$ cat src/rtl/scan_pkg.sv
// Constants shared by the test access port data registers, their checks and the bench.
package scan_pkg;

	////////////////////////////////////////////////////////////////////////////
	// Instruction register.
	localparam int        IR_W       = 5;
	localparam logic [4:0] OP_IDCODE = 5'h00;
	localparam logic [4:0] OP_SAMPLE = 5'h01;
	localparam logic [4:0] OP_EXTEST = 5'h02;
	localparam logic [4:0] OP_USER   = 5'h04;
	localparam logic [4:0] OP_LDADDR = 5'h08;
	localparam logic [4:0] OP_MEMRD  = 5'h09;
	localparam logic [4:0] OP_MEMWR  = 5'h0a;
	localparam logic [4:0] OP_SOFT_RESTART = 5'h0c;
	localparam logic [4:0] OP_SAVE   = 5'h0d;
	localparam logic [4:0] OP_BYPASS = 5'h1f;
	localparam logic [4:0] IR_CAPTURE = 5'h01;

	////////////////////////////////////////////////////////////////////////////
	// Data register widths and identification fields.
	localparam int ID_W      = 32;
	localparam int MEM_W     = 8;
	localparam int SLAVE_W   = 7;
	localparam int FW_W      = 8;
	localparam int BSR_W     = 198;
	localparam int N_OUT     = 9;
	localparam int N_IN      = 4;

	////////////////////////////////////////////////////////////////////////////
	// Boundary cell positions.
	localparam int CELL_OUT0    = 148;
	localparam int CELL_GPIO2I  = 183;
	localparam int CELL_GPIO1I  = 184;
	localparam int CELL_SDAI    = 185;
	localparam int CELL_ADDR0_B = 186;
	localparam int CELL_ADDR0_A = 187;
	localparam int CELL_ADDR1_B = 188;
	localparam int CELL_ADDR1_A = 189;
	localparam int CELL_SCL     = 190;

	////////////////////////////////////////////////////////////////////////////
	// Address select pin state codes, written {a, b}.
	localparam logic [1:0] ADDR_HIZ  = 2'h0;
	localparam logic [1:0] ADDR_LOW  = 2'h1;
	localparam logic [1:0] ADDR_HIGH = 2'h2;

	////////////////////////////////////////////////////////////////////////////
	// Timing of the sampled test clock.
	localparam int CLK_NS   = 100;
	localparam int TCK_NS   = 800;
	localparam int TCK_CYC  = TCK_NS / CLK_NS;

	////////////////////////////////////////////////////////////////////////////
	// Controller states, one-hot.
	typedef enum logic [15:0] {
		S_RESET    = 16'h0001,
		S_IDLE     = 16'h0002,
		S_SEL_DR   = 16'h0004,
		S_CAP_DR   = 16'h0008,
		S_SHIFT_DR = 16'h0010,
		S_EX1_DR   = 16'h0020,
		S_PAUSE_DR = 16'h0040,
		S_EX2_DR   = 16'h0080,
		S_UPD_DR   = 16'h0100,
		S_SEL_IR   = 16'h0200,
		S_CAP_IR   = 16'h0400,
		S_SHIFT_IR = 16'h0800,
		S_EX1_IR   = 16'h1000,
		S_PAUSE_IR = 16'h2000,
		S_EX2_IR   = 16'h4000,
		S_UPD_IR   = 16'h8000
	} tap_e;

endpackage : scan_pkg

$ cat src/rtl/wr_buffer.sv
// Two-entry buffer that holds committed memory writes until the receiver takes them.
`timescale 1ns/1ps
module wr_buffer #(
	parameter int WIDTH = 16
) (
	// Clock and reset.
	input  wire logic             clk,
	input  wire logic             rst_n,
	// Filling side.
	input  wire logic             in_valid,
	output logic                  in_ready,
	input  wire logic [WIDTH-1:0] in_data,
	// Draining side.
	output logic                  out_valid,
	input  wire logic             out_ready,
	output logic [WIDTH-1:0]      out_data
);

	logic             v0_q, v0_d, v1_q, v1_d;
	logic [WIDTH-1:0] head_q, head_d, tail_q, tail_d;
	logic             push, pop;

	////////////////////////////////////////////////////////////////////////////
	// The head entry drives the outputs directly so they come straight from flops.
	always_comb begin
		push   = in_valid && !v1_q;
		pop    = v0_q && out_ready;
		v0_d   = v0_q;
		v1_d   = v1_q;
		head_d = head_q;
		tail_d = tail_q;
		if (pop) begin
			head_d = v1_q ? tail_q : in_data;
			v1_d   = 1'b0;
			v0_d   = v1_q || push;
		end else if (push) begin
			if (v0_q) begin
				tail_d = in_data;
				v1_d   = 1'b1;
			end else begin
				head_d = in_data;
				v0_d   = 1'b1;
			end
		end
	end

	always_ff @(posedge clk or negedge rst_n) begin
		if (!rst_n) begin
			v0_q   <= 1'b0;
			v1_q   <= 1'b0;
			head_q <= '0;
			tail_q <= '0;
		end else begin
			v0_q   <= v0_d;
			v1_q   <= v1_d;
			head_q <= head_d;
			tail_q <= tail_d;
		end
	end

	// A full buffer refuses more; the source holds its word until this rises.
	assign in_ready  = !v1_q;
	assign out_valid = v0_q;
	assign out_data  = head_q;

endmodule : wr_buffer

$ cat src/rtl/jtag_data_regs.sv
// Test data registers, extension instructions and boundary chain behind the test port.
`timescale 1ns/1ps
module jtag_data_regs #(
	parameter logic [3:0]  VERSION = 4'h1,   // Arbitrary value.
	parameter logic [15:0] PART_ID = 16'h0a5c, // Arbitrary value.
	parameter logic [10:0] MAKER   = 11'h2b3   // Arbitrary value.
) (
	// Clock and reset.
	input  wire logic                         clk,
	input  wire logic                         rst_n,
	// Test port pins, asynchronous to clk.
	input  wire logic                         tck,
	input  wire logic                         tms,
	input  wire logic                         tdi,
	output logic                              tdo,
	output logic                              tdo_oe,
	// Functional pin values from the device core, cell order 148 upward.
	input  wire logic [scan_pkg::N_OUT-1:0]   func_out,
	// Pin drive after the boundary override.
	output logic [scan_pkg::N_OUT-1:0]        pin_out,
	// Digital input pins {scl, sda, gpio1, gpio2}, asynchronous.
	input  wire logic [scan_pkg::N_IN-1:0]    pin_in,
	// Decoded address select pin states {a, b} from the core.
	input  wire logic [1:0]                   slave_addr_pin_0,
	input  wire logic [1:0]                   slave_addr_pin_1,
	// Identity sources for the user code.
	input  wire logic [scan_pkg::SLAVE_W-1:0] slave_addr,
	input  wire logic [scan_pkg::FW_W-1:0]    fw_version,
	// Memory access.
	output logic [scan_pkg::MEM_W-1:0]        mem_addr,
	input  wire logic [scan_pkg::MEM_W-1:0]   mem_rdata,
	output logic                              mem_wr_valid,
	input  wire logic                         mem_wr_ready,
	output logic [scan_pkg::MEM_W-1:0]        mem_wr_addr,
	output logic [scan_pkg::MEM_W-1:0]        mem_wr_data,
	// Device actions.
	output logic                              soft_restart_instr,
	output logic                              save_pulse
);
	import scan_pkg::*;

	////////////////////////////////////////////////////////////////////////////
	// Boundary capture image: reserved cells stay zero.
	// Output cells sit from 148 upward and input cells from 183 upward.
	function automatic logic [BSR_W-1:0] bsr_image(input logic [N_OUT-1:0] outs,
			input logic [N_IN-1:0] ins, input logic [1:0] a0, input logic [1:0] a1);
		logic [BSR_W-1:0] v;
		v = '0;
		v[CELL_OUT0 +: N_OUT] = outs;
		v[CELL_GPIO2I] = ins[0];
		v[CELL_GPIO1I] = ins[1];
		v[CELL_SDAI]   = ins[2];
		v[CELL_ADDR0_B] = a0[0];
		v[CELL_ADDR0_A] = a0[1];
		v[CELL_ADDR1_B] = a1[0];
		v[CELL_ADDR1_A] = a1[1];
		v[CELL_SCL]    = ins[3];
		return v;
	endfunction : bsr_image

	// Controller step on a rising test clock.
	// A corrupted state code falls back to test-logic-reset rather than wandering.
	function automatic tap_e tap_next(input tap_e s, input logic m);
		unique case (s)
			S_RESET:    tap_next = m ? S_RESET  : S_IDLE;
			S_IDLE:     tap_next = m ? S_SEL_DR : S_IDLE;
			S_SEL_DR:   tap_next = m ? S_SEL_IR : S_CAP_DR;
			S_CAP_DR:   tap_next = m ? S_EX1_DR : S_SHIFT_DR;
			S_SHIFT_DR: tap_next = m ? S_EX1_DR : S_SHIFT_DR;
			S_EX1_DR:   tap_next = m ? S_UPD_DR : S_PAUSE_DR;
			S_PAUSE_DR: tap_next = m ? S_EX2_DR : S_PAUSE_DR;
			S_EX2_DR:   tap_next = m ? S_UPD_DR : S_SHIFT_DR;
			S_UPD_DR:   tap_next = m ? S_SEL_DR : S_IDLE;
			S_SEL_IR:   tap_next = m ? S_RESET  : S_CAP_IR;
			S_CAP_IR:   tap_next = m ? S_EX1_IR : S_SHIFT_IR;
			S_SHIFT_IR: tap_next = m ? S_EX1_IR : S_SHIFT_IR;
			S_EX1_IR:   tap_next = m ? S_UPD_IR : S_PAUSE_IR;
			S_PAUSE_IR: tap_next = m ? S_EX2_IR : S_PAUSE_IR;
			S_EX2_IR:   tap_next = m ? S_UPD_IR : S_SHIFT_IR;
			S_UPD_IR:   tap_next = m ? S_SEL_DR : S_IDLE;
			default:    tap_next = S_RESET;
		endcase
	endfunction : tap_next

	////////////////////////////////////////////////////////////////////////////
	// Pin synchronisers: three stages, a level counts once stages two and three agree.
	// The price is three to four clocks of latency, so each test clock phase needs four clocks.
	localparam int NS = 3 + N_IN;
	logic [NS-1:0] s1_q, s2_q, s3_q, lvl_q, lvl_d;
	logic          tck_rise, tck_fall, tms_s, tdi_s;

	always_comb begin
		for (int i = 0; i < NS; i++) begin
			lvl_d[i] = (s2_q[i] == s3_q[i]) ? s3_q[i] : lvl_q[i];
		end
	end

	always_ff @(posedge clk or negedge rst_n) begin
		if (!rst_n) begin
			s1_q  <= '0;
			s2_q  <= '0;
			s3_q  <= '0;
			lvl_q <= '0;
		end else begin
			s1_q  <= {pin_in, tdi, tms, tck};
			s2_q  <= s1_q;
			s3_q  <= s2_q;
			lvl_q <= lvl_d;
		end
	end

	// Edges are found on the agreed level, so one glitchy sample cannot double-clock.
	assign tck_rise = (lvl_d[0] != lvl_q[0]) && lvl_d[0];
	assign tck_fall = (lvl_d[0] != lvl_q[0]) && !lvl_d[0];
	assign tms_s    = lvl_q[1];
	assign tdi_s    = lvl_q[2];

	////////////////////////////////////////////////////////////////////////////
	// Scan state: controller, instruction and data registers.
	// One 32-bit word serves identification and user code, as only one is ever selected.
	tap_e              tap_q, tap_d;
	logic [IR_W-1:0]   ir_sr_q, ir_sr_d, ir_q, ir_d;
	logic [ID_W-1:0]   w32_q, w32_d;
	logic              byp_q, byp_d;
	logic [MEM_W-1:0]  addr_sr_q, addr_sr_d, rd_sr_q, rd_sr_d, wr_sr_q, wr_sr_d;
	logic [MEM_W-1:0]  addr_q, addr_d;
	logic [BSR_W-1:0]  bsr_q, bsr_d;
	logic [N_OUT-1:0]  bout_q, bout_d, pin_q, pin_d;
	logic              tdo_q, tdo_d, oe_q, oe_d;
	logic              rst_pulse_q, rst_pulse_d, save_q, save_d;
	// One committed write may wait here while the buffer is full.
	logic              pend_q, pend_d;
	logic [2*MEM_W-1:0] pend_w_q, pend_w_d;
	logic [2*MEM_W-1:0] wr_word;
	logic              buf_ready;
	logic              bsr_sel;

	assign bsr_sel = (ir_q == OP_SAMPLE) || (ir_q == OP_EXTEST);

	// Next-state logic: a rising test clock captures and shifts, a falling one updates.
	// All edge work is done in the single clk cycle in which an edge is accepted; the reset force applies every cycle.
	always_comb begin
		tap_d       = tap_q;
		ir_sr_d     = ir_sr_q;
		ir_d        = ir_q;
		w32_d       = w32_q;
		byp_d       = byp_q;
		addr_sr_d   = addr_sr_q;
		rd_sr_d     = rd_sr_q;
		wr_sr_d     = wr_sr_q;
		addr_d      = addr_q;
		bsr_d       = bsr_q;
		bout_d      = bout_q;
		tdo_d       = tdo_q;
		oe_d        = oe_q;
		rst_pulse_d = 1'b0;
		save_d      = 1'b0;
		pend_d      = pend_q && !buf_ready;
		pend_w_d    = pend_w_q;
		if (tck_rise) begin
			tap_d = tap_next(tap_q, tms_s);
			if (tap_q == S_CAP_IR) begin
				ir_sr_d = IR_CAPTURE;
			end else if (tap_q == S_SHIFT_IR) begin
				ir_sr_d = {tdi_s, ir_sr_q[IR_W-1:1]};
			end else if (tap_q == S_CAP_DR) begin
				byp_d = 1'b0;
				if (ir_q == OP_IDCODE) begin
					w32_d = {VERSION, PART_ID, MAKER, 1'b1};
				end else if (ir_q == OP_USER) begin
					w32_d = {{(ID_W-SLAVE_W-FW_W){1'b0}}, slave_addr, fw_version};
				end else if (ir_q == OP_MEMRD) begin
					// The byte at the loaded address is taken as it stands now.
					rd_sr_d = mem_rdata;
				end else if (bsr_sel) begin
					// Output cells see the pin value actually driven.
					bsr_d = bsr_image(pin_q, lvl_q[NS-1:3], slave_addr_pin_0,
						slave_addr_pin_1);
				end
			end else if (tap_q == S_SHIFT_DR) begin
				unique case (ir_q)
					OP_IDCODE, OP_USER: w32_d = {tdi_s, w32_q[ID_W-1:1]};
					OP_LDADDR: addr_sr_d = {tdi_s, addr_sr_q[MEM_W-1:1]};
					OP_MEMRD:  rd_sr_d = {tdi_s, rd_sr_q[MEM_W-1:1]};
					OP_MEMWR:  wr_sr_d = {tdi_s, wr_sr_q[MEM_W-1:1]};
					OP_SAMPLE, OP_EXTEST: bsr_d = {tdi_s, bsr_q[BSR_W-1:1]};
					default:   byp_d = tdi_s;
				endcase
			end
		end
		if (tck_fall) begin
			// Output changes on the falling test clock, as the controller expects.
			oe_d = (tap_q == S_SHIFT_IR) || (tap_q == S_SHIFT_DR);
			if (tap_q == S_SHIFT_IR) begin
				tdo_d = ir_sr_q[0];
			end else if (tap_q == S_SHIFT_DR) begin
				unique case (ir_q)
					OP_IDCODE, OP_USER: tdo_d = w32_q[0];
					OP_LDADDR: tdo_d = addr_sr_q[0];
					OP_MEMRD:  tdo_d = rd_sr_q[0];
					OP_MEMWR:  tdo_d = wr_sr_q[0];
					OP_SAMPLE, OP_EXTEST: tdo_d = bsr_q[0];
					default:   tdo_d = byp_q;
				endcase
			end
			// Parallel outputs change only here or on test-logic-reset, never while a register shifts.
			if (tap_q == S_UPD_IR) begin
				ir_d        = ir_sr_q;
				rst_pulse_d = (ir_sr_q == OP_SOFT_RESTART);
				save_d      = (ir_sr_q == OP_SAVE);
			end else if (tap_q == S_UPD_DR) begin
				if (ir_q == OP_LDADDR) begin
					addr_d = addr_sr_q;
				end else if (ir_q == OP_MEMWR) begin
					pend_d   = 1'b1;
					pend_w_d = {addr_q, wr_sr_q};
				end else if (bsr_sel) begin
					bout_d = bsr_q[CELL_OUT0 +: N_OUT];
				end
			end
		end
		// Test-logic-reset forces identification whatever the test clock does.
		if (tap_q == S_RESET) begin
			ir_d = OP_IDCODE;
			oe_d = 1'b0;
		end
	end

	// Pins follow the boundary cells under EXTEST and the core otherwise.
	// Leaving EXTEST hands the pins back to the core on the next clock.
	assign pin_d = (ir_q == OP_EXTEST) ? bout_q : func_out;

	// Register the scan state; every decision is made in the process and the pin select above.
	always_ff @(posedge clk or negedge rst_n) begin
		if (!rst_n) begin
			tap_q       <= S_RESET;
			ir_sr_q     <= '0;
			ir_q        <= OP_IDCODE;
			w32_q       <= '0;
			byp_q       <= 1'b0;
			addr_sr_q   <= '0;
			rd_sr_q     <= '0;
			wr_sr_q     <= '0;
			addr_q      <= '0;
			bsr_q       <= '0;
			bout_q      <= '0;
			pin_q       <= '0;
			tdo_q       <= 1'b0;
			oe_q        <= 1'b0;
			rst_pulse_q <= 1'b0;
			save_q      <= 1'b0;
			pend_q      <= 1'b0;
			pend_w_q    <= '0;
		end else begin
			tap_q       <= tap_d;
			ir_sr_q     <= ir_sr_d;
			ir_q        <= ir_d;
			w32_q       <= w32_d;
			byp_q       <= byp_d;
			addr_sr_q   <= addr_sr_d;
			rd_sr_q     <= rd_sr_d;
			wr_sr_q     <= wr_sr_d;
			addr_q      <= addr_d;
			bsr_q       <= bsr_d;
			bout_q      <= bout_d;
			pin_q       <= pin_d;
			tdo_q       <= tdo_d;
			oe_q        <= oe_d;
			rst_pulse_q <= rst_pulse_d;
			save_q      <= save_d;
			pend_q      <= pend_d;
			pend_w_q    <= pend_w_d;
		end
	end

	////////////////////////////////////////////////////////////////////////////
	// Committed writes wait in the buffer; a stalled receiver loses no word.
	// A fourth write before the pending one enters would overwrite it.
	wr_buffer #(
		.WIDTH     (2*MEM_W)
	) u_wr_buffer (
		.clk       (clk),
		.rst_n     (rst_n),
		.in_valid  (pend_q),
		.in_ready  (buf_ready),
		.in_data   (pend_w_q),
		.out_valid (mem_wr_valid),
		.out_ready (mem_wr_ready),
		.out_data  (wr_word)
	);

	// Every output below is a flop of this block or of the buffer.
	assign mem_wr_addr        = wr_word[2*MEM_W-1:MEM_W];
	assign mem_wr_data        = wr_word[MEM_W-1:0];
	assign tdo                = tdo_q;
	assign tdo_oe             = oe_q;
	assign pin_out            = pin_q;
	assign mem_addr           = addr_q;
	assign soft_restart_instr = rst_pulse_q;
	assign save_pulse         = save_q;

endmodule : jtag_data_regs

$ cat config.mk
export PLATFORM = sky130hd
export DESIGN_NAME = jtag_data_regs
export DESIGN_NICKNAME = d
export VERILOG_FILES = /design/src/rtl/scan_pkg.sv /design/src/rtl/wr_buffer.sv /design/src/rtl/jtag_data_regs.sv
export SDC_FILE = /design/constraint.sdc
export NUM_CORES = 1
export LEC_CHECK = 0
export ABC_AREA = 1
export BUFFER_PORTS_ARGS = -buffer_cell sky130_fd_sc_hd__buf_2
export CAP_MARGIN = 40
export CORE_UTILIZATION = 34
export DETAILED_ROUTE_END_ITERATION = 10
export MAX_ROUTING_LAYER = met4
export PLACE_DENSITY_LB_ADDON = 0.05
export SYNTH_ARGS = -nofsm -noshare
export SYNTH_HDL_FRONTEND = slang
export SYNTH_SLANG_ARGS = --single-unit
$ cat constraint.sdc
create_clock -name clk -period 3.7 [get_ports clk]
set_input_delay 0.185 -clock clk [delete_from_list [all_inputs] [get_ports clk]]
set_output_delay 0.185 -clock clk [all_outputs]
set_load 0.01 [all_outputs]
==> reports/results.ini, run 1 <==
[min_path]
hold_path.class=primary input to flip-flop

[routing]
initialDrtViolationCount=812
final_antenna_net_count=0
drc_errors=10
wirelength_mm=36.3
highest_layer=met4
met1_length_mm=18.5
met2_length_mm=15.7
dr.pass1.iters=8
dr_wl_met3_mm=1.24
via_per_inst=4.70
wl_per_cell_microns=14.4
vias=11869

[setup_path]
crit_type=flip-flop to flip-flop
critPathTopFamily=simple AND/OR/NAND/NOR gates
cp_data_required_time_ps=4210
cp.buffers_inverters=1
critPathMaxStageDelay_ps=510
end_kind=flip-flop
cp_data_arrival_time_ps=3230
worstPathCellList=nor2_2 > nand2_2 > nor2_8 > nand3b_4 > nand2_2 > nand2_2 > nor2_4 > buf_12 > nand3_1 > nand2_1
start_kind=flip-flop
slowest_stage=buf_12
cpMostUsedCell=nand2_2
cp_max_fo=182

[clocking]
cts_tree=built
cts-root-buf=clkbuf_16
clkSlewWorstSetupHoldPaths_ps=60
cts-buffers-inserted=46
cts_max_path_buffers=3
htree_levels=2
post-cts-setup-buffers=0
numClockSinks=390
insertion_delay_ps=570
post_cts_resized=0
holdBufCountCts=40

[synth]
yosysSeqAreaShare_pct=60.2
yosysTopAreaCellShare_pct=60.0
syn_nets=1827
ys_warn_count=0
synth_area_sq_um=16200
ys_ff_latch=390
yosysTopAreaCell=dfrtp_1
synth_common_cells=nand2_1, dfrtp_1, nand3_1, o21ai_0, inv_1
synth-main-ff-cell=dfrtp_1
synthTopCellsByArea=dfrtp_1, nand2_1, nand3_1
syn_inst=1781
synth_cell_type_count=31
synth_async_sr_flop_share_pct=100
syn_area_per_cell_sq_um=9.11
synth-edff-count=0
yosys.cell_count.top_type=nand2_1

[job]
drv_cap=0

[floorplanning]
rows=79
die_h_microns=220
ioPinCount=84
die_w_microns=220
start_util_pct=34.6
dieArea_sq_um=48600
core_sq_um=46900

[final_layout]
n_fill_cell=4739
final_layout_size_suffix_gt1_share_pct=11.8
area_growth_pct=17.0
final_cell_area_sq_um=19000
final_nets=1926

[global_route]
grt_pass1_wl_mm=61.6
antenna_found_initial=0
grt_util_all_layers_pct=16.1
overflow=0
grt_pass1_vias=11744
grt_max_degree=188

[timing]
holdWs_ps=23.3
period_share_pct=73.5
tightest_slew_ps=916
timing.setup.tns_ps=0
fin_crit_ps=2720
skew_ps=18.8
slew_viol_final=0
hold_violations=0
slew_headroom_pct=38.9
final-setup-viol-count=0
rsz0062_at_grt=false
achievable-frequency_ghz=0.368

[power]
p_per_area_nw_per_um2=508
ir_drop_mv=0.310
power.leakage_nw=9.88

[placed_design]
gp_congestion=0.862
post_dp_cell_area_sq_um=17000
hpwl_mm=21.0
port_buffers=83

[run_status]
violations=DRC
status=finished with violations

-- state kept, by name (all words and copies together) (netlist names), 9 cells and up --
register,count
bsr_q,198
pin_out,9
tap_q,16
u_wr_buffer.out_data,16
u_wr_buffer.tail_q,16
w32_q,32
bout_q,9
pend_w_q,16
-- layout make-up --
cell class / count / area [sq um] / share of cell area, %
multi-input combinational: 1219 / 5520 / 29.1
sequential: 390 / 9760 / 51.4
antenna: 1 / 2.50 / 0.0132
tap: 607 / 759 / 4.00
clock buffer: 74 / 1410 / 7.41
inverter: 76 / 290 / 1.53
timing repair buffer: 147 / 1120 / 5.88
clock inverter: 9 / 134 / 0.705
-- routing by layer --
layer	vias to the layer above	track usage [%]
met2	144	23.6
met5	-	-
li1	5943	-
met3	62	2.89
met1	5720	22.6
met4	0	4.80
-- metrics by stage --
| step | total power, W | utilization [%] | std cells | setup WS, ps |
|---|---|---|---|---|
| 2_1_floorplan | 0.00484 | - | 1781 | 1890 |
| 3_3_place_gp | 0.00512 | 36.3 | 2396 | 864 |
| 3_5_place_dp | 0.00512 | 36.4 | 2399 | 973 |
| 4_1_cts | 0.00984 | 40.5 | 2522 | 965 |
| 5_1_grt | 0.0101 | 40.5 | 2522 | 733 |
| 6_report | 0.00965 | 40.5 | 2523 | 981 |
-- kinds of logic after synthesis --
logic type / Yosys count / share of synthesized area, %
buffers and inverters: 172 / 5.86
flip-flops: 390 / 60.2
adder cells (fa/ha/maj): 7 / 0.432
AO/OA/AOI/OAI: 156 / 5.25
AND/OR/NAND/NOR: 1031 / 26.6
multiplexers: 25 / 1.74
-- power by group --
part / total [W] / internal [W] / switching (W)
clock network: 0.00458 / 0.00280 / 0.00178
logic: 0.000617 / 0.000212 / 0.000405
registers: 0.00445 / 0.00438 / 0.0000702
total: 0.00965 / 0.00739 / 0.00226
-- worst paths after layout --
path	to	cells after the start	startpoint	slack (ps)
worst max-delay path	bsr_q[41]$_DFFE_PN0P_	10	tap_q[10]$_DFFE_PN0P_	980
worst min-delay path	rd_sr_q[6]$_DFFE_PN0P_	3	mem_rdata[6]	20
worst max register to register	bsr_q[41]$_DFFE_PN0P_	10	tap_q[10]$_DFFE_PN0P_	980
worst min register to register	s2_q[4]$_DFF_PN0_	0	s1_q[4]$_DFF_PN0_	350
max in group asynchronous	bsr_q[61]$_DFFE_PN0P_	3	rst_n	2340
min in group asynchronous	u_wr_buffer.out_data[12]$_DFFE_PN0P_	2	rst_n	290
-- worst register-to-register path: stages, from the launching register on --
cell and delay, ps:
dfrtp_1 400, nor2_2 180, nand2_2 170, nor2_8 210
nand3b_4 260, nand2_2 170, nand2_2 90, nor2_4 180
buf_12 510, nand3_1 390, nand2_1 110
-- layout by cell type (no fill, tap or decap), types with 15 or more instances in the layout --
| master | instances |
|---|---|
| o21ai_0 | 99 |
| dlygate4sd3_1 | 40 |
| buf_4 | 15 |
| nor2_1 | 60 |
| dfrtp_1 | 389 |
| a31oi_1 | 17 |
| buf_2 | 82 |
| clkbuf_8 | 15 |
| clkbuf_16 | 46 |
| nand3_1 | 250 |
| inv_1 | 72 |
| mux2_2 | 25 |
| nand2_1 | 688 |
Power figures use the tool's default switching activity.
==> inputs of run 2 (changes only) <==
==> constraint.sdc (replaced) <==
create_clock -name clk -period 2.7 [get_ports clk]
set_input_delay 0.135 -clock clk [delete_from_list [all_inputs] [get_ports clk]]
set_output_delay 0.135 -clock clk [all_outputs]
set_load 0.01 [all_outputs]
==> reports/results.ini, run 2 (synthesized netlist as in run 1, its figures left out) <==
[setup_path]
cpMostUsedCell=nand2_2
cp_data_arrival_time_ps=2820  ; -410 ps
slowest_stage=nand2_1
start_kind=flip-flop
cp_data_required_time_ps=3170  ; -1040 ps
critPathMaxStageDelay_ps=460  ; -50 ps
end_kind=flip-flop
r2r_end=bout_q[5]$_DFFE_PN0P_
critPathTopFamily=simple AND/OR/NAND/NOR gates
r2r-start=tap_q[4]$_DFFE_PN0P_
crit_type=flip-flop to flip-flop
cp_max_fo=17  ; -91%
r2r_slack_ps=350  ; -630 ps
cp.buffers_inverters=0  ; -1
worstRegToRegCells=7  ; -3
worstPathCellList=nor2_1 > nand2_2 > nor2_4 > nand2_2 > nor2_2 > nand2_1 > o21ai_0
crit_start=tap_q[4]$_DFFE_PN0P_

[run_status]
violations=DRC
status=finished with violations

[clocking]
insertion_delay_ps=580  ; about the same
cts-buffers-inserted=46  ; unchanged
clkSlewWorstSetupHoldPaths_ps=60  ; about the same
cts-root-buf=clkbuf_16
cts_tree=built
post_cts_resized=0  ; unchanged
numClockSinks=390  ; unchanged
htree_levels=2  ; unchanged
cts_max_path_buffers=3  ; unchanged

[global_route]
grt_pass1_wl_mm=62.4  ; +1.3%
grt_pass1_vias=11769  ; +0.21%
overflow=0  ; unchanged
antenna_found_initial=1  ; +1
grt_util_all_layers_pct=16.3  ; +0.24 points
grt_max_degree=98  ; -48%

[min_path]
hold_path.class=primary input to asynchronous set/reset pin

[final_layout]
final_layout_size_suffix_gt1_share_pct=12.3  ; +0.50 points
final_cells=2536  ; +0.52%
reg_top3=bsr_q (198), w32_q (32)
regMostFlops=bsr_q
final_common_cell=nand2_1
final_nets=1939  ; +0.67%
area_growth_pct=17.9
largest_reg_flops=198  ; unchanged
layout_common_cells=nand2_1, dfrtp_1, nand3_1
n_fill_cell=4760  ; +0.44%

[timing]
period_share_pct=87.0  ; +14 points
timing.setup.tns_ps=0  ; unchanged
rsz0062_at_grt=false
slew_headroom_pct=57.7  ; +19 points
achievable-frequency_ghz=0.425  ; +16%
slew_viol_final=0  ; unchanged
tightest_slew_ps=634  ; -282 ps
fin_crit_ps=2350  ; -369 ps
hold_violations=0  ; unchanged
final-setup-viol-count=0  ; unchanged
skew_ps=26.9  ; +8.19 ps

[power]
power_w=0.0130  ; +35%
ir_drop_mv=0.539  ; +74%
power.leakage_nw=9.94  ; +0.63%
p_per_area_nw_per_um2=682  ; +34%

[floorplanning]
ioPinCount=84  ; unchanged
die_w_microns=220  ; unchanged
die_h_microns=220  ; unchanged
core_sq_um=46900  ; unchanged
rows=79  ; unchanged
dieArea_sq_um=48600  ; unchanged
start_util_pct=34.6  ; unchanged

[routing]
drc_errors=8  ; -2
via_per_inst=4.67  ; -0.66%
final_antenna_net_count=0  ; unchanged
dr.pass1.iters=7  ; -1
vias=11852  ; -0.14%
initialDrtViolationCount=839  ; +3.3%
wl_per_cell_microns=14.3  ; -0.35%
wirelength_mm=36.4  ; +0.17%

[placed_design]
gp_congestion=0.832  ; -3.5%
port_buffers=83  ; unchanged
hpwl_mm=21.7  ; +3.5%
post-place-cells=2407  ; +0.33%

[job]
drv_cap=0  ; unchanged

==> run 2: worst max path at each step <==
stage / end / slack (ps) / depth (start not counted)
global placement: mem_addr[5]$_DFFE_PN0P_ / 410 / 7
floorplan: bsr_q[0]$_DFFE_PN0P_ / 890 / 12
finish: bout_q[5]$_DFFE_PN0P_ / 350 / 7
detailed placement: bsr_q[188]$_DFFE_PN0P_ / 380 / 11
global route: bout_q[5]$_DFFE_PN0P_ / 120 / 7
CTS: bsr_q[28]$_DFFE_PN0P_ / 390 / 11
==> run 2: metal layers <==
layer / part of all wire (%) / track usage [%] / vias up
met4: 2.1 / 5.22 / 0
met1: 51 / 23.1 / 5654
met2: 44 / 23.8 / 172
met3: 3.7 / 2.71 / 50
met5: 0 / - / -
li1: - / - / 5976
==> run 2: metrics by stage <==
| stage | util [%] | setup slack (ps) | instance area [sq um] | hold WS (ps) |
|---|---|---|---|---|
| after floorplan | - | 888 | 16200 | -161 |
| after global placement | 36.7 | 409 | 17200 | 159 |
| after detailed placement | 36.7 | 384 | 17200 | 170 |
| after CTS | 40.8 | 386 | 19100 | 138 |
| after global routing | 40.8 | 122 | 19100 | 171 |
| final | 40.8 | 350 | 19100 | 137 |
==> run 2: cell type report <==
cell class	instances	area, sq um	area share (%)
flip-flops and latches	390	9760	51.0
multi-input cells	1219	5520	28.9
clock buffers	64	1320	6.90
repair buffers	160	1290	6.75
well taps	607	759	3.97
inverters	76	290	1.52
clock inverters	18	175	0.916
diodes	2	5.00	0.0262
==> run 2: power breakdown <==
part	leakage [nW]	total (W)	internal (W)	switching, W
combinational	4.02	0.000857	0.000303	0.000554
sequential	5.19	0.00610	0.00601	0.0000990
clock	0.737	0.00609	0.00361	0.00248
total	9.94	0.0130	0.00992	0.00313
==> run 2: timing repair <==
action	CTS	global route
hold buffers	45	0
setup buffers	0	0
hold endpoints to repair	106	0
